**config.mk**
```make
export PLATFORM = sky130hd
export DESIGN_NAME = asu_serial_status
export DESIGN_NICKNAME = d
export VERILOG_FILES = /design/src/verilog/asu_pkg.sv /design/src/verilog/asu_serial_status.sv /design/src/verilog/asu_rx.sv
export VERILOG_INCLUDE_DIRS = /design/src /design/src/verilog
export SDC_FILE = /design/constraint.sdc
export NUM_CORES = 1
export LEC_CHECK = 0
export ABC_AREA = 1
export BUFFER_PORTS_ARGS = -buffer_cell sky130_fd_sc_hd__buf_2
export CAP_MARGIN = 20
export CORE_MARGIN = 2
export CORE_UTILIZATION = 53
export CTS_CLUSTER_DIAMETER = 50
export DETAILED_ROUTE_END_ITERATION = 10
export PLACE_DENSITY_LB_ADDON = 0.08
export SYNTH_ARGS = -nofsm -noshare
export SYNTH_HDL_FRONTEND = slang
export SYNTH_SLANG_ARGS = --single-unit
```
**constraint.sdc**
```tcl
create_clock -name clk_i -period 1.6 [get_ports clk_i]
set_clock_uncertainty 0.1 [all_clocks]
set_input_delay 0.08 -clock clk_i [delete_from_list [all_inputs] [get_ports clk_i]]
set_output_delay 0.08 -clock clk_i [all_outputs]
set_load 0.03 [all_outputs]
```
**src/verilog/asu_defines.svh**
```systemverilog
// Register map, field positions, reset values and timing counts of the serial status block
`ifndef ASU_DEFINES_SVH
`define ASU_DEFINES_SVH
`define ASU_A_DATA     16'hFFF4
`define ASU_A_CTRL     16'hFFF5
`define ASU_A_STAT     16'hFFF6
`define ASU_A_EVT      16'hFFF7
`define ASU_A_EMSK     16'hFFF8
`define ASU_CTRL_WMASK 16'hE3FF
`define ASU_CTRL_RST   16'h0000
`define ASU_B_PORT_RUN_N_RESET     13
`define ASU_B_DIM      9
`define ASU_B_TIM      8
`define ASU_B_RIM      7
`define ASU_B_STB      6
`define ASU_B_CAD      5
`define ASU_B_BRK      4
`define ASU_S_ADC      14
`define ASU_S_BRK      13
`define ASU_S_TX_ALL_EMPTY     12
`define ASU_S_TX_BUF_EMPTY     11
`define ASU_S_FE       10
`define ASU_S_OVR      9
`define ASU_S_RDY      8
`define ASU_E_RX       0
`define ASU_E_TX       1
`define ASU_E_PIN      2
`define ASU_CHAR_UA    8'h41
`define ASU_CHAR_LA    8'h61
`define ASU_CLK_HZ     10000000
`define ASU_BAUD       9600
`define ASU_OVS        16
`define ASU_TICK_CYC   ((`ASU_CLK_HZ) / ((`ASU_BAUD) * (`ASU_OVS)))
`define ASU_MID_TICK   4'h7
`define ASU_LAST_TICK  4'hF
`define ASU_LAST_BIT   3'h7
`endif

```
**src/verilog/asu_pkg.sv**
```systemverilog
// Types shared by the serial status block and its receiver
package asu_pkg;
	typedef enum logic [1:0] {
		ASU_TX_IDLE  = 2'b00,
		ASU_TX_START = 2'b01,
		ASU_TX_DATA  = 2'b10,
		ASU_TX_STOP  = 2'b11
	} asu_tx_st_t;

	typedef enum logic [2:0] {
		ASU_RX_IDLE  = 3'b000,
		ASU_RX_START = 3'b001,
		ASU_RX_DATA  = 3'b010,
		ASU_RX_STOP  = 3'b011,
		ASU_RX_WAIT  = 3'b100
	} asu_rx_st_t;

	typedef struct packed {
		asu_rx_st_t st;
		logic [3:0] tcnt;
		logic [2:0] bcnt;
		logic [7:0] sh;
		logic       stop2;
		logic       bad;
		logic       done;
		logic [7:0] data;
		logic       ferr;
		logic       brk;
	} asu_rx_state_t;

	typedef struct packed {
		logic [15:0] ctl;
		logic        adc;
		logic        brk;
		logic        ferr;
		logic        ovr;
		logic        rdy;
		logic        thr_full;
		logic [7:0]  thr;
		asu_tx_st_t  tx_st;
		logic [3:0]  tx_tcnt;
		logic [2:0]  tx_bcnt;
		logic [7:0]  tx_sh;
		logic        tx_stop2;
		logic [7:0]  rbuf;
		logic [15:0] rd_data;
		logic [2:0]  evt;
		logic [2:0]  emask;
		logic        irq;
		logic        tx_o;
		logic [3:0]  pin_o;
		logic [3:0]  pin_oe;
		logic        rx_s1;
		logic        rx_s2;
		logic [3:0]  pin_s1;
		logic [3:0]  pin_s2;
		logic [3:0]  pin_prev;
		logic [6:0]  div;
		logic        tick;
	} asu_state_t;

	typedef struct packed {
		logic [3:0] chg;
		logic [3:0] lat;
	} asu_pin_mem_t;
endpackage : asu_pkg

```
**src/verilog/asu_serial_status.sv**
```systemverilog
// Serial port control, status, GPIO pins, transmitter and combined interrupt
//
// The strobed register port was decided locally.
`include "asu_defines.svh"
// Functional notes
// - Idle transmit line is high, or low when idle_break_level is set.
// - Four direction bits: 0 input, 1 output; all reset to input.
// - Sixteen-bit status word at FFF6h; top bit always reads zero.
// - Pin level bits show pins; writes stick only on output pins.
// - Pin change flags clear on writing 1; reset leaves flags and levels.
// - Upper or lower A with autobaud enabled sets bit 14; write 1 clears.
// - Autobaud flag with autobaud enable holds the interrupt regardless of masks.
// - Break on receive line sets bit 13 and interrupts; write 1 clears.
// - Bit 12 reads 1 only when holding and shift registers are empty.
// - Bit 11 sets on move to shifter, clears on new load, resets 1.
// - Holding register emptying raises the interrupt under the transmit mask.
// - Missing stop bit sets bit 10 and interrupts; write 1 clears.
// - Overwriting an unread character sets bit 9 and interrupts; write 1 clears.
// - Complete character sets bit 8; reading the character clears it.
// - Pin changes are flagged only on input pins with the port running.
// - Receive, transmit and pin events reach the interrupt through their masks.
// - Stop bit selector gives one or two stop bits both ways.
module asu_serial_status (
	input  wire logic        clk_i,
	input  wire logic        resetn_i,
	input  wire logic [15:0] addr_i,
	input  wire logic [15:0] wdata_i,
	input  wire logic        wr_i,
	input  wire logic        rd_i,
	input  wire logic        rx_i,
	input  wire logic [3:0]  pin_i,
	output logic [15:0]      rdata_o,
	output logic             tx_o,
	output logic [3:0]       pin_o,
	output logic [3:0]       pin_oe_o,
	output logic             port_irq_o
);
	import asu_pkg::*;

	asu_state_t   r;
	asu_state_t   n;
	asu_pin_mem_t m;
	asu_pin_mem_t mn;
	logic         rx_done;
	logic         rx_ferr;
	logic         rx_brk;
	logic [7:0]   rx_data;
	logic         port_run_n_reset;
	logic         tx_buf_empty;
	logic         tx_all_empty;
	logic         tx_ev;
	logic         rx_ev;
	logic         pin_ev;
	logic         rd_char;
	logic [3:0]   lvl;
	logic [15:0]  stat_w;

	function automatic logic asu_hit(input logic [15:0] a, input logic [15:0] off);
		return a == off;
	endfunction : asu_hit

	asu_rx u_rx (
		.clk_i      (clk_i),
		.resetn_i   (resetn_i),
		.tick_i     (r.tick),
		.en_i       (port_run_n_reset),
		.rx_i       (r.rx_s2),
		.two_stop_i (r.ctl[`ASU_B_STB]),
		.done_o     (rx_done),
		.data_o     (rx_data),
		.ferr_o     (rx_ferr),
		.brk_o      (rx_brk)
	);

	always_comb begin
		n = r;
		mn = m;
		tx_ev = 1'b0;
		pin_ev = 1'b0;
		port_run_n_reset = r.ctl[`ASU_B_PORT_RUN_N_RESET];
		rd_char = rd_i && asu_hit(addr_i, `ASU_A_DATA);
		// holding empty ignores the shifter; all empty needs both stages idle
		tx_buf_empty = !r.thr_full;
		tx_all_empty = tx_buf_empty && (r.tx_st == ASU_TX_IDLE);
		// output pins read back their latch
		for (int i = 0; i < 4; i++) begin
			lvl[i] = r.ctl[i] ? m.lat[i] : r.pin_s2[i];
		end
		stat_w = {1'b0, r.adc, r.brk, tx_all_empty, tx_buf_empty, r.ferr, r.ovr, r.rdy, m.chg, lvl};

		n.rx_s1 = rx_i;
		n.rx_s2 = r.rx_s1;
		n.pin_s1 = pin_i;
		n.pin_s2 = r.pin_s1;
		n.pin_prev = r.pin_s2;
		n.tick = (r.div == 7'(`ASU_TICK_CYC - 1));
		n.div = n.tick ? 7'h00 : 7'(r.div + 7'h01);

		// Transmitter runs first so a load in the same cycle wins over the move
		if (r.tick) begin
			n.tx_tcnt = 4'(r.tx_tcnt + 4'h1);
			unique case (r.tx_st)
				ASU_TX_IDLE: begin
					n.tx_tcnt = 4'h0;
					// move to shifter empties holding register
					if (r.thr_full) begin
						n.tx_sh = r.thr;
						n.thr_full = 1'b0;
						n.tx_st = ASU_TX_START;
						tx_ev = 1'b1;
					end
				end
				ASU_TX_START: begin
					if (r.tx_tcnt == `ASU_LAST_TICK) begin
						n.tx_bcnt = 3'h0;
						n.tx_st = ASU_TX_DATA;
					end
				end
				ASU_TX_DATA: begin
					if (r.tx_tcnt == `ASU_LAST_TICK) begin
						n.tx_sh = {1'b0, r.tx_sh[7:1]};
						n.tx_bcnt = 3'(r.tx_bcnt + 3'h1);
						if (r.tx_bcnt == `ASU_LAST_BIT) begin
							n.tx_stop2 = 1'b0;
							n.tx_st = ASU_TX_STOP;
						end
					end
				end
				ASU_TX_STOP: begin
					if (r.tx_tcnt == `ASU_LAST_TICK) begin
						if (r.ctl[`ASU_B_STB] && !r.tx_stop2) begin
							n.tx_stop2 = 1'b1;
						end else begin
							n.tx_st = ASU_TX_IDLE;
						end
					end
				end
			endcase
		end

		if (wr_i) begin
			if (asu_hit(addr_i, `ASU_A_CTRL)) begin
				n.ctl = wdata_i & `ASU_CTRL_WMASK;
			end
			if (asu_hit(addr_i, `ASU_A_STAT)) begin
				if (wdata_i[`ASU_S_ADC]) begin
					n.adc = 1'b0;
				end
				if (wdata_i[`ASU_S_BRK]) begin
					n.brk = 1'b0;
				end
				if (wdata_i[`ASU_S_FE]) begin
					n.ferr = 1'b0;
				end
				if (wdata_i[`ASU_S_OVR]) begin
					n.ovr = 1'b0;
				end
				mn.chg = m.chg & ~wdata_i[7:4];
				// only output pins take the write
				for (int i = 0; i < 4; i++) begin
					if (r.ctl[i]) begin
						mn.lat[i] = wdata_i[i];
					end
				end
			end
			// a new load clears the empty flag
			if (asu_hit(addr_i, `ASU_A_DATA) && port_run_n_reset) begin
				n.thr = wdata_i[7:0];
				n.thr_full = 1'b1;
			end
			if (asu_hit(addr_i, `ASU_A_EMSK)) begin
				n.emask = wdata_i[2:0];
			end
		end

		n.rd_data = 16'h0000;
		if (rd_i) begin
			if (rd_char) begin
				n.rd_data = {8'h00, r.rbuf};
				n.rdy = 1'b0;
			end
			if (asu_hit(addr_i, `ASU_A_CTRL)) begin
				n.rd_data = r.ctl;
			end
			if (asu_hit(addr_i, `ASU_A_STAT)) begin
				n.rd_data = stat_w;
			end
			if (asu_hit(addr_i, `ASU_A_EVT)) begin
				n.rd_data = {13'h0000, r.evt};
				n.evt = 3'h0;
			end
			if (asu_hit(addr_i, `ASU_A_EMSK)) begin
				n.rd_data = {13'h0000, r.emask};
			end
		end

		// Flag sets follow the clears so a same-cycle event is never lost
		rx_ev = rx_done | rx_brk;
		if (rx_done) begin
			n.rbuf = rx_data;
			if (r.rdy && !rd_char) begin
				n.ovr = 1'b1;
			end
			n.rdy = 1'b1;
			if (rx_ferr) begin
				n.ferr = 1'b1;
			end
			if (r.ctl[`ASU_B_CAD] && (rx_data == `ASU_CHAR_UA || rx_data == `ASU_CHAR_LA)) begin
				n.adc = 1'b1;
			end
		end
		if (rx_brk) begin
			n.brk = 1'b1;
		end
		for (int i = 0; i < 4; i++) begin
			if (port_run_n_reset && !r.ctl[i] && (r.pin_s2[i] != r.pin_prev[i])) begin
				mn.chg[i] = 1'b1;
				pin_ev = 1'b1;
			end
		end

		// Port reset holds the serial side idle; pin bits are left alone
		if (!port_run_n_reset) begin
			n.adc = 1'b0;
			n.brk = 1'b0;
			n.ferr = 1'b0;
			n.ovr = 1'b0;
			n.rdy = 1'b0;
			n.thr_full = 1'b0;
			n.tx_st = ASU_TX_IDLE;
		end

		// each class gated by its own mask
		n.evt[`ASU_E_RX] = n.evt[`ASU_E_RX] | (rx_ev & r.ctl[`ASU_B_RIM]);
		n.evt[`ASU_E_TX] = n.evt[`ASU_E_TX] | (tx_ev & r.ctl[`ASU_B_TIM]);
		n.evt[`ASU_E_PIN] = n.evt[`ASU_E_PIN] | (pin_ev & r.ctl[`ASU_B_DIM]);
		n.irq = (n.adc & n.ctl[`ASU_B_CAD]) | (|(n.evt & n.emask));

		unique case (n.tx_st)
			ASU_TX_IDLE:  n.tx_o = ~n.ctl[`ASU_B_BRK];
			ASU_TX_START: n.tx_o = 1'b0;
			ASU_TX_DATA:  n.tx_o = n.tx_sh[0];
			ASU_TX_STOP:  n.tx_o = 1'b1;
		endcase
		n.pin_oe = n.ctl[3:0];
		n.pin_o = mn.lat & n.ctl[3:0];
	end

	always_ff @(posedge clk_i or negedge resetn_i) begin
		if (!resetn_i) begin
			r <= '0;
			r.ctl <= `ASU_CTRL_RST;
			r.rx_s1 <= 1'b1;
			r.rx_s2 <= 1'b1;
			r.tx_o <= 1'b1;
		end else begin
			r <= n;
		end
	end

	// no reset: pin latches and change flags survive device reset
	always_ff @(posedge clk_i) begin
		m <= mn;
	end

	assign rdata_o    = r.rd_data;
	assign tx_o       = r.tx_o;
	assign pin_o      = r.pin_o;
	assign pin_oe_o   = r.pin_oe;
	assign port_irq_o = r.irq;
endmodule : asu_serial_status

```
**src/verilog/asu_rx.sv**
```systemverilog
// Serial receiver: start, eight data bits, one or two stop bits, framing and break detection
`include "asu_defines.svh"
module asu_rx (
	input  wire logic       clk_i,
	input  wire logic       resetn_i,
	input  wire logic       tick_i,
	input  wire logic       en_i,
	input  wire logic       rx_i,
	input  wire logic       two_stop_i,
	output logic            done_o,
	output logic [7:0]      data_o,
	output logic            ferr_o,
	output logic            brk_o
);
	import asu_pkg::*;

	asu_rx_state_t r;
	asu_rx_state_t n;
	logic          bad_n;

	always_comb begin
		n = r;
		n.done = 1'b0;
		n.ferr = 1'b0;
		n.brk = 1'b0;
		bad_n = r.bad | ~rx_i;
		if (!en_i) begin
			n.st = ASU_RX_IDLE;
		end else if (tick_i) begin
			n.tcnt = 4'(r.tcnt + 4'h1);
			unique case (r.st)
				ASU_RX_IDLE: begin
					n.tcnt = 4'h0;
					if (!rx_i) begin
						n.st = ASU_RX_START;
					end
				end
				ASU_RX_START: begin
					// Mid start bit; a short glitch returns to idle
					if (r.tcnt == `ASU_MID_TICK) begin
						n.tcnt = 4'h0;
						n.bcnt = 3'h0;
						n.st = rx_i ? ASU_RX_IDLE : ASU_RX_DATA;
					end
				end
				ASU_RX_DATA: begin
					if (r.tcnt == `ASU_LAST_TICK) begin
						n.sh = {rx_i, r.sh[7:1]};
						n.bcnt = 3'(r.bcnt + 3'h1);
						if (r.bcnt == `ASU_LAST_BIT) begin
							n.st = ASU_RX_STOP;
							n.stop2 = 1'b0;
							n.bad = 1'b0;
						end
					end
				end
				ASU_RX_STOP: begin
					if (r.tcnt == `ASU_LAST_TICK) begin
						if (two_stop_i && !r.stop2) begin
							n.stop2 = 1'b1;
							n.bad = bad_n;
						end else if (bad_n && r.sh == 8'h00) begin
							n.brk = 1'b1;
							n.st = ASU_RX_WAIT;
						end else begin
							n.done = 1'b1;
							n.data = r.sh;
							n.ferr = bad_n;
							n.st = bad_n ? ASU_RX_WAIT : ASU_RX_IDLE;
						end
					end
				end
				ASU_RX_WAIT: begin
					// Line must return high before a new start is trusted
					if (rx_i) begin
						n.st = ASU_RX_IDLE;
					end
				end
				default: begin
					n.st = ASU_RX_IDLE;
				end
			endcase
		end
	end

	always_ff @(posedge clk_i or negedge resetn_i) begin
		if (!resetn_i) begin
			r <= '0;
		end else begin
			r <= n;
		end
	end

	assign done_o = r.done;
	assign data_o = r.data;
	assign ferr_o = r.ferr;
	assign brk_o  = r.brk;
endmodule : asu_rx

```
## Yosys cells after proc, flatten, opt, wreduce, memory -nomap -nowiden

Index checks and enable logic that the tools add are counted.

| word-level totals | value |
|---|---|
| register bits | 146 |
| word-level logic and storage cells | 260 |

| operators by class | value |
|---|---|
| add/sub/neg operators | 5 |
| eq/ne operators | 51 |
| muxes and demuxes | 92 |
| bitwise logic cells | 18 |
| reduce and logical (&&, ||, !) cells | 49 |

Operators by type and width:

| cell | number |
|---|---|
| 16-bit equality test (second input constant) | 5 |
| 16-bit 2-to-1 mux | 3 |
| 3-bit 2-to-1 mux | 13 |
| 19-bit 2-to-1 mux | 2 |
| 11-bit 2-to-1 mux | 3 |
| 1-bit 2-to-1 mux | 32 |
| 31-bit 2-to-1 mux | 1 |
| 10-bit 2-to-1 mux | 3 |
| 13-bit 2-to-1 mux | 2 |
| 8-bit 2-to-1 mux | 3 |
| 3-bit by 2-bit inequality test with 1-bit output (second input constant) | 7 |
| 2-bit 2-to-1 mux | 10 |
| 18-bit 2-to-1 mux | 1 |
| 9-bit 2-to-1 mux | 2 |
| 8-bit by 7-bit equality test with 1-bit output (second input constant) | 2 |
| 1-bit logical AND | 16 |
| 4-bit 2-to-1 mux | 4 |
| 8-bit case mux with 2 select lines | 1 |
| 3-bit case mux with 5 select lines | 1 |
| 2-bit inequality test (second input constant) | 7 |
| 12-bit 2-to-1 mux | 1 |
| 6-bit 2-to-1 mux | 2 |
| 3-bit case mux with 2 select lines | 2 |
| 4-bit AND reduction | 3 |
| 40 further kinds | 89 |

## Depth between registers and ports, before layout

Gate-level depths: netlist of run 1.

| depth | value |
|---|---|
| depth after elaboration | 12 |
| gate-level depth with buffers | 12 |

## Hierarchy

From an unflattened synthesis of run 1, not the netlist that was laid out.

| unflattened totals | value |
|---|---|
| cell total of the unflattened synthesis | 798 |
| area, all modules | 6721.4 µm² |

Modules (own cells, without submodules):

| module | times used | cells each | area an instance (µm²) |
|---|---|---|---|
| asu_serial_status | 1 | 594 | 5053.6 |
| asu_rx | 1 | 204 | 1667.8 |

## Worst setup path before layout of run 1

Ideal clock, no wire load.

| path | value |
|---|---|
| kind | flip-flop to flip-flop |
| from | reg r[74] (netlist bit) |
| to | reg tx_o (netlist name) |
| setup time | 0.081 ns |
| arrival | 1.391 ns |
| required time | 1.419 ns |
| path slack | 0.028 ns |
| cell stages (with the launch flop) | 12 |
| buffers on the path | 0 |
| cells stage by stage | dfrtp_1 ha_1 nand3_1 inv_1 nand2_1 inv_2 nand2_1 nand3_1 nand2_1 o21ai_2 o21ai_0 nand2_1 |

RTL lines:

| element | RTL line | source |
|---|---|---|
| from (decl) | asu_serial_status.sv:40 | `asu_state_t r;` |
| from (signal assigned) | asu_serial_status.sv:257 | `r <= n;` |

## Worst setup path in the final report of run 1

| path | value |
|---|---|
| from | reg u_rx.r[25] (netlist bit) |
| to | reg u_rx.r[19] (netlist bit) |

| between the ends | value |
|---|---|
| cells in the longest elaborated chain, start to end | 2 |

Ends and longest elaborated chain:

| element | RTL line | source |
|---|---|---|
| from (decl) | asu_rx.sv:17 | `asu_rx_state_t r;` |
| from (signal assigned) | asu_rx.sv:90 | `r <= n;` |
| 4-bit equality test (no line) | n/a |  |
| 4-bit AND reduction (no line) | n/a |  |

No other way between the ends.
A chain may end at the register's enable or synchronous reset.

==> metrics.log, run 1 <==
INFO  metric post_synth_edffs = 0
INFO  metric grt_pass1_vias = 5,065
INFO  metric critical_path_sink_type = flip-flop
INFO  metric ys.flop_type = sky130_fd_sc_hd__dfrtp_1
INFO  metric status = finished with violations
INFO  metric drive_above_1_share = 28.3%
INFO  metric global_route.overflow_total = 0
INFO  metric class_of_the_tightest_hold_or_removal_check = in2async
INFO  metric final_antenna_net_count = 0
INFO  metric drv_slew = 0
INFO  metric worst_slack = 0.0224 ns
INFO  metric sequential_cell_area_fraction_in_the_yosys_report = a little over half
INFO  metric postSynth.asyncResetShare = 94.4%
INFO  metric worst_path_most_repeated_cell = sky130_fd_sc_hd__nor2_4
INFO  metric drt_first_pass_iters = 5
INFO  metric htreeDepth = 4
INFO  metric hold_viol_final = 5
INFO  metric netlist-cell-type-count = 45
INFO  metric groute.usage.overall = between 20% and 30%
INFO  metric finalCoreUtilization = approximately 70%
INFO  metric detailed_place_hpwl = around 11,000 um
INFO  metric criticalPathCategory = reg2reg
INFO  metric drt_drc_violations_left = 0
INFO  metric fin_crit_sh = 98.6%
INFO  metric grt_start_max_net_pins = 40
INFO  metric cts_tree = done
INFO  metric synth_seq_cells = 142
INFO  metric hold_slack = -0.00688 ns
INFO  metric static-leakage-power = 4.14 nW
INFO  metric numCtsBuffers = 17
INFO  metric count_of_fill_cells_added_during_filler_insertion = 949
INFO  metric worstSetupStartpointType = flip-flop
INFO  metric syn_nets = 789
INFO  metric cts_max_path_buffers = 2
INFO  metric synth_largest_area_cell = sky130_fd_sc_hd__dfrtp_1
INFO  metric clk_pin_slew_worst_paths = 0.06 ns
INFO  metric coreArea = 12,100 sq um
INFO  metric rr_startpoint = u_rx.r[25]$_DFFE_PN0P_
INFO  metric synth.avg_cell_area = 8.91 sq um
INFO  metric setup_viol = 0
INFO  metric postSynthCellCount = 740
INFO  metric initial_core_util = 54.7%
INFO  metric via_count_normalized_by_instance_count = 5.06
INFO  metric power_density_of_the_placed_cells = 972 nW/um^2
INFO  metric placement.io_buffers = 64
INFO  metric period_needed = 1.58 ns
INFO  metric total_power = 0.00809 W
INFO  metric route.detailed.wl_per_inst = 14.5 um
INFO  metric rsz0062_at_grt = true
INFO  metric gp_congestion = 0.832
INFO  metric clock_sinks = roughly 140
INFO  metric rr_worst_depth = 8
INFO  metric yosysWarnings = 0
INFO  metric antenna_found_initial = 0
INFO  metric arrival = roughly 1.8 ns
INFO  metric vdd_drop_max = 818 uV
INFO  metric r2r_setup_slack = 0.02 ns
INFO  metric synth_largest_type_area_fraction = 49.7%
INFO  metric worstSetupEndpoint = u_rx.r[19]$_DFFE_PN0P_
INFO  metric slew_headroom = 72.2%
INFO  metric final_nets = approximately 900
INFO  metric placement_rows = 40
INFO  metric worstPathMaxFanout = 8
INFO  metric dieWidth = 116 um
INFO  metric cpPeakStageDelay = 0.34 ns
INFO  metric crit_path_cell_trace = ha_2, nand2_4, nor2_4, inv_1, nor2_4, nand2_2, nand2_1, o21ai_0
INFO  metric synthToLayoutAreaGrowth = 26.2%
INFO  metric routed-via-count = approximately 5.3k
INFO  metric endpoint_of_the_lowest_slack_register_to_register_path = u_rx.r[19]$_DFFE_PN0P_
INFO  metric violations = negative hold slack
INFO  metric tightest_slew = ~0.41 ns
INFO  metric max_cap_viol_count = 0
INFO  metric worst_skew_pair.late_latency = 0.42 ns
INFO  metric global_route_wire_length_before_repair = ~24,000 um
INFO  metric synth_area_leaders = sky130_fd_sc_hd__dfrtp_1 (50%), sky130_fd_sc_hd__nand2_1 (11%), sky130_fd_sc_hd__inv_1 (5.0%)
INFO  metric io-pin-count = 67
INFO  metric detailedRoute.firstIterationViolations = 291
INFO  metric cts.root.buffer_cell = sky130_fd_sc_hd__clkbuf_16
INFO  metric worstPathRequired = 1.80 ns
INFO  metric timing.fmax = 634 MHz
INFO  metric dpl_worst_slack = -0.122 ns
INFO  metric setup_total_negative_slack = 0 ns
INFO  metric die_area = 13,400 sq um
INFO  metric antenna_cells = 0
INFO  metric timing.critical_path.slowest_stage_cell = sky130_fd_sc_hd__dfrtp_1
INFO  metric wirelength = 15,100 um
INFO  metric vertical_die_dimension = 116 um
INFO  metric first_element_of_the_critical_path = u_rx.r[25]$_DFFE_PN0P_
INFO  metric cell_area_after_synthesis = 6600 sq um
==> cell usage after synthesis (all sizes together), types with 8 or more instances <==
master	number
inv	92
nor3	15
a21oi	34
nand2	208
o211ai	8
nand3	30
o21ai	84
ha	8
buf	35
dfxtp	8
dfrtp	131
nor2	52
==> layer usage <==
layer  vias up  global-route usage, %  routed length [um]
met5         -                      0                   0
met4         0                   8.84                 368
met3        31                   6.07                 634
met2       137                   38.6                7280
met1      2507                   31.2                6780
li1       2596                      -                   -
==> power by group <==
part	internal, W	switching (W)	leakage [nW]
clock network	0.00272	0.00148	0.298
logic	0.000109	0.000161	1.99
registers	0.00361	0.0000103	1.85
==> sequential cells by signal, indices dropped and copies added, names as in the netlist <==
register	cells
r	68
u_rx.r	20
rdata_o	16
n	9
m	8
u_rx.data_o	8
pin_o	4
pin_oe_o	3
port_irq_o	1
port_run_n_reset	1
tx_o	1
u_rx.brk_o	1
u_rx.done_o	1
u_rx.ferr_o	1
==> layout by cell type (no fill, tap or decap), types with 8 or more instances in the layout <==
cell,n
sky130_fd_sc_hd__inv_1,86
sky130_fd_sc_hd__dfrtp_1,128
sky130_fd_sc_hd__buf_2,63
sky130_fd_sc_hd__o21ai_2,15
sky130_fd_sc_hd__dfxtp_1,8
sky130_fd_sc_hd__nor3_1,11
sky130_fd_sc_hd__nor2_1,34
sky130_fd_sc_hd__nand2_4,8
sky130_fd_sc_hd__nor2_2,8
sky130_fd_sc_hd__nand2_1,181
sky130_fd_sc_hd__o21ai_0,40
sky130_fd_sc_hd__dlygate4sd3_1,22
sky130_fd_sc_hd__clkbuf_16,17
sky130_fd_sc_hd__o211ai_1,8
sky130_fd_sc_hd__nand2_2,20
sky130_fd_sc_hd__o21ai_1,29
sky130_fd_sc_hd__buf_4,46
sky130_fd_sc_hd__nor2_4,8
sky130_fd_sc_hd__a21oi_1,28
sky130_fd_sc_hd__nand3_1,21
==> kinds of logic after synthesis <==
logic type                 after synthesis  synth area share (%)
and+or+nand+nor                        313                  22.4
adders and majority gates                8                  1.52
xor gates and xnor gates                 5                 0.664
DFF                                    142                  53.3
buffers and inverters                  132                  9.50
AOI/OAI and AO/OA                      140                  12.5
==> critical path, delay by kind of cell (launching register included) <==
family                     cells  cell delay (ns)
buffers and inverters          1             0.10
DFF                            1             0.34
AOI/OAI and AO/OA              1             0.08
adders and majority gates      1             0.21
and+or+nand+nor                5             0.63
==> cell type report <==
class                      instances  area [sq um]  share of cell area, %
inverter                          95           365                   4.39
multi-input combinational        469          2640                   31.7
sequential                       142          3520                   42.3
timing repair buffer             135           952                   11.4
clock inverter                    10           160                   1.92
tap                              168           210                   2.52
clock buffer                      22           474                   5.70
==> worst min-delay path by stage <==
| stage | startpoint | endpoint | slack [ns] |
|---|---|---|---|
| after floorplan | resetn_i | n[10]$_DFF_PN0_ | -0.32 |
| after detailed placement | resetn_i | r[72]$_DFFE_PN0P_ | -0.13 |
| after global routing | resetn_i | r[72]$_DFFE_PN0P_ | 0.009 |
| after CTS | resetn_i | r[73]$_DFFE_PN0P_ | 0.0004 |
| after global placement | resetn_i | r[73]$_DFFE_PN0P_ | -0.13 |
| final | resetn_i | r[73]$_DFFE_PN0P_ | -0.007 |
==> metrics by stage <==
step           instance area [sq um]  hold WS [ns]  instances
2_1_floorplan                   6600        -0.316        740
3_3_place_gp                    7180        -0.125        972
3_5_place_dp                    7180        -0.127        972
4_1_cts                         8100      0.000413       1029
5_1_grt                         8330       0.00941       1041
6_report                        8330      -0.00688       1041
==> repair_timing <==
item / CTS / global route
buffers inserted: 3 / 9
hold endpoints to repair: 179 / 0
hold buffers: 22 / 0
pin swaps: 5 / 15
resized for setup: 16 / 40
gates cloned: 0 / 3
setup endpoints to repair: 18 / 41
(Power assumes the default switching activity.)
==> run 2, diff against run 1 <==
Settings changed: CELL_PAD_IN_SITES_DETAIL_PLACEMENT set to 1, CELL_PAD_IN_SITES_GLOBAL_PLACEMENT set to 1, CORE_UTILIZATION 53 to 40.
==> run 2 against run 1 <==
Worst hold slack improved by 0.027 ns. Sequential cell count is the same. Fmax shrank 3.6%. Core utilization decreased by 15 points. The run ends with negative setup slack left. Via count grew 3.2%. Wire length rose by 24%. Global-route usage is 1.9 points lower. First-iteration DRC count down 19%. Clock power barely moved.
==> metrics.log, run 2 (same netlist as run 1, synthesis figures left out) <==
INFO  metric timing.fmax = 611 MHz (-3.6%)
INFO  metric fin_crit_sh = 102% (+3.7 points)
INFO  metric max_cap_viol_count = 0 (unchanged)
INFO  metric post-place-cells = 1,035 (+6.5%)
INFO  metric worstPathMaxFanout = 4 (-4)
INFO  metric drt_drc_violations_left = 0 (unchanged)
INFO  metric finish.cell_count_without_fillers = 1,103 (+6.0%)
INFO  metric detailedRoute.firstIterationViolations = 237 (-19%)
INFO  metric cts.root.buffer_cell = sky130_fd_sc_hd__clkbuf_16
INFO  metric status = finished with violations
INFO  metric detailed_place_hpwl = 13,000 um (+20%)
INFO  metric route.detailed.wl_per_inst = 17.0 um (+17%)
INFO  metric drt_first_pass_iters = 4 (-1)
INFO  metric static-leakage-power = 4.21 nW (+1.8%)
INFO  metric global_route.overflow_total = 0 (unchanged)
INFO  metric antenna_cells = 0 (unchanged)
INFO  metric antenna_found_initial = 0 (unchanged)
INFO  metric violations = negative setup slack
INFO  metric cts_tree = done
INFO  metric cpPeakStageDelay = 0.40 ns (+0.06 ns)
INFO  metric rr_worst_depth = 8 (unchanged)
INFO  metric dpl_worst_slack = -0.143 ns (-0.0210 ns)
INFO  metric drive_above_1_share = 31.9% (+3.6 points)
INFO  metric io-pin-count = 67 (unchanged)
INFO  metric sequential_cell_area = 3520 sq um (about the same)
INFO  metric critical_path_sink_type = flip-flop
INFO  metric gp_congestion = 0.838 (+0.69%)
INFO  metric drv_slew = 0 (unchanged)
INFO  metric layout_commonest_cell = sky130_fd_sc_hd__nand2_1
INFO  metric die_area = 17,500 sq um (+31%)
INFO  metric r2r_setup_slack = -0.04 ns (-0.06 ns)
INFO  metric grt_start_max_net_pins = 42 (+5.0%)
INFO  metric endpoint_of_the_lowest_slack_register_to_register_path = u_rx.r[12]$_DFFE_PN0P_
INFO  metric wirelength = 18,800 um (+24%)
INFO  metric dieWidth = 132 um (+15%)
INFO  metric vertical_die_dimension = 132 um (+15%)
INFO  metric worst_slack = -0.0366 ns (-0.0589 ns)
INFO  metric clock_sinks = 142 (unchanged)
INFO  metric initial_core_util = 41.2% (-13 points)
INFO  metric arrival = 1.83 ns (+0.05 ns)
INFO  metric largest_reg_flops = 68 (unchanged)
INFO  metric clk_pin_slew_worst_paths = 0.06 ns (about the same)
INFO  metric vdd_drop_max = 916 uV (+12%)
INFO  metric timing.critical_path.slowest_stage_cell = sky130_fd_sc_hd__dfrtp_1
INFO  metric numCtsBuffers = 17 (unchanged)
INFO  metric routed-via-count = 5,440 (+3.2%)
INFO  metric multi_input_comb_area = 2730 sq um (+3.4%)
INFO  metric htreeDepth = 4 (unchanged)
INFO  metric worst_skew_pair.late_latency = 0.42 ns (about the same)
INFO  metric worstSetupStartpointType = flip-flop
INFO  metric setup_viol = 3 (+3)
INFO  metric global_route_wire_length_before_repair = 30,300 um (+25%)
INFO  metric rr_startpoint = u_rx.r[24]$_DFFE_PN0P_
INFO  metric placement.io_buffers = 64 (unchanged)
INFO  metric final_antenna_net_count = 0 (unchanged)
INFO  metric slew_headroom = 74.6% (+2.4 points)
INFO  metric count_of_fill_cells_added_during_filler_insertion = 1,910 (+100%)
INFO  metric period_needed = 1.64 ns (+0.0589 ns)
INFO  metric cts_max_path_buffers = 2 (unchanged)
INFO  metric coreArea = 16,000 sq um (+33%)
INFO  metric worst_path_most_repeated_cell = sky130_fd_sc_hd__nor2_4
INFO  metric power_density_of_the_placed_cells = 944 nW/um^2 (-2.8%)
INFO  metric groute.usage.overall = 22.0% (-1.9 points)
INFO  metric worstPathRequired = 1.80 ns (about the same)
INFO  metric via_count_normalized_by_instance_count = 4.93 (-2.6%)
INFO  metric rsz0062_at_grt = true
INFO  metric layout.cells.most_common_list = sky130_fd_sc_hd__nand2_1 (178), sky130_fd_sc_hd__dfrtp_1 (126), sky130_fd_sc_hd__inv_1 (82)
INFO  metric tightest_slew = 0.380 ns (-0.0330 ns)
INFO  metric criticalPathCategory = reg2reg
INFO  metric class_of_the_tightest_hold_or_removal_check = in2async
INFO  metric largest-register = r
INFO  metric final_nets = 923 (+1.5%)
INFO  metric grt_pass1_vias = 5,888 (+16%)
INFO  metric synthToLayoutAreaGrowth = 30.5%
INFO  metric hold_viol_final = 0 (-5)
INFO  metric placement_rows = 46 (+15%)
INFO  metric crit_path_cell_trace = ha_4, nand2_4, nor2_4, nor2_4, nor2_4, nand3b_1, nor2_1, a21oi_1
-- run 2: how the worst max path moves through the flow --
stage / startpoint / end / cells after the start
finish: u_rx.r[24]$_DFFE_PN0P_ / u_rx.r[12]$_DFFE_PN0P_ / 8
global route: r[75]$_DFFE_PN0P_ / tx_o$_DFF_PN1_ / 12
CTS: r[75]$_DFFE_PN0P_ / r[66]$_DFFE_PN0P_ / 8
detailed placement: r[75]$_DFFE_PN0P_ / tx_o$_DFF_PN1_ / 8
global placement: r[74]$_DFFE_PN0P_ / tx_o$_DFF_PN1_ / 8
floorplan: r[74]$_DFFE_PN0P_ / tx_o$_DFF_PN1_ / 11
-- run 2: per-layer routing --
| metal | global-route usage [%] | vias up | part of all wire [%] |
|---|---|---|---|
| li1 | - | 2621 | - |
| met1 | 27.2 | 2695 | 43 |
| met3 | 4.38 | 29 | 2.9 |
| met2 | 38.3 | 95 | 52 |
| met4 | 7.53 | 0 | 2.3 |
| met5 | 0 | - | 0 |
-- run 2: worst max-delay path: cells and delay by family (launching register included) --
family	cells	cell delay, ns
AO/OA/AOI/OAI	1	0.06
adder cells (fa/ha/maj)	1	0.17
flip-flops	1	0.40
AND/OR/NAND/NOR	6	0.79
-- run 2: layout make-up --
| cell class | count | share of cell area (%) |
|---|---|---|
| Clock buffer | 21 | 5.35 |
| Clock inverter | 11 | 1.90 |
| Inverter | 95 | 4.19 |
| Multi-Input combinational cell | 466 | 31.7 |
| Sequential cell | 142 | 40.9 |
| Tap cell | 216 | 3.14 |
| Timing Repair Buffer | 152 | 12.7 |
-- run 2: report_power, final --
part	internal, W	switching (W)	total [W]
Combinational	0.000108	0.000171	0.000279
Clock	0.00268	0.00155	0.00423
Sequential	0.00361	0.0000115	0.00362
-- run 2: what timing repair did --
| action | in CTS | in global routing |
|---|---|---|
| hold endpoints to repair | 174 | 0 |
| resized for setup | 32 | 55 |
| buffers inserted | 8 | 6 |
| cloned | 0 | 1 |
| pin swaps | 7 | 15 |
| setup endpoints to repair | 35 | 41 |
| hold buffers | 22 | 0 |
-- run 2: metrics by stage --
stage	hold WS, ns	cell area [sq um]	setup TNS (ns)	utilization [%]	power, W
after floorplan	-0.316	6600	0	-	0.00374
after global placement	-0.102	7350	-0.0122	45.9	0.00392
after detailed placement	-0.0999	7350	-0.587	45.9	0.00392
after CTS	0.0268	8350	-0.0398	52.2	0.00820
after global routing	0.0420	8610	-1.75	53.8	0.00840
final	0.0204	8610	-0.0932	53.8	0.00813
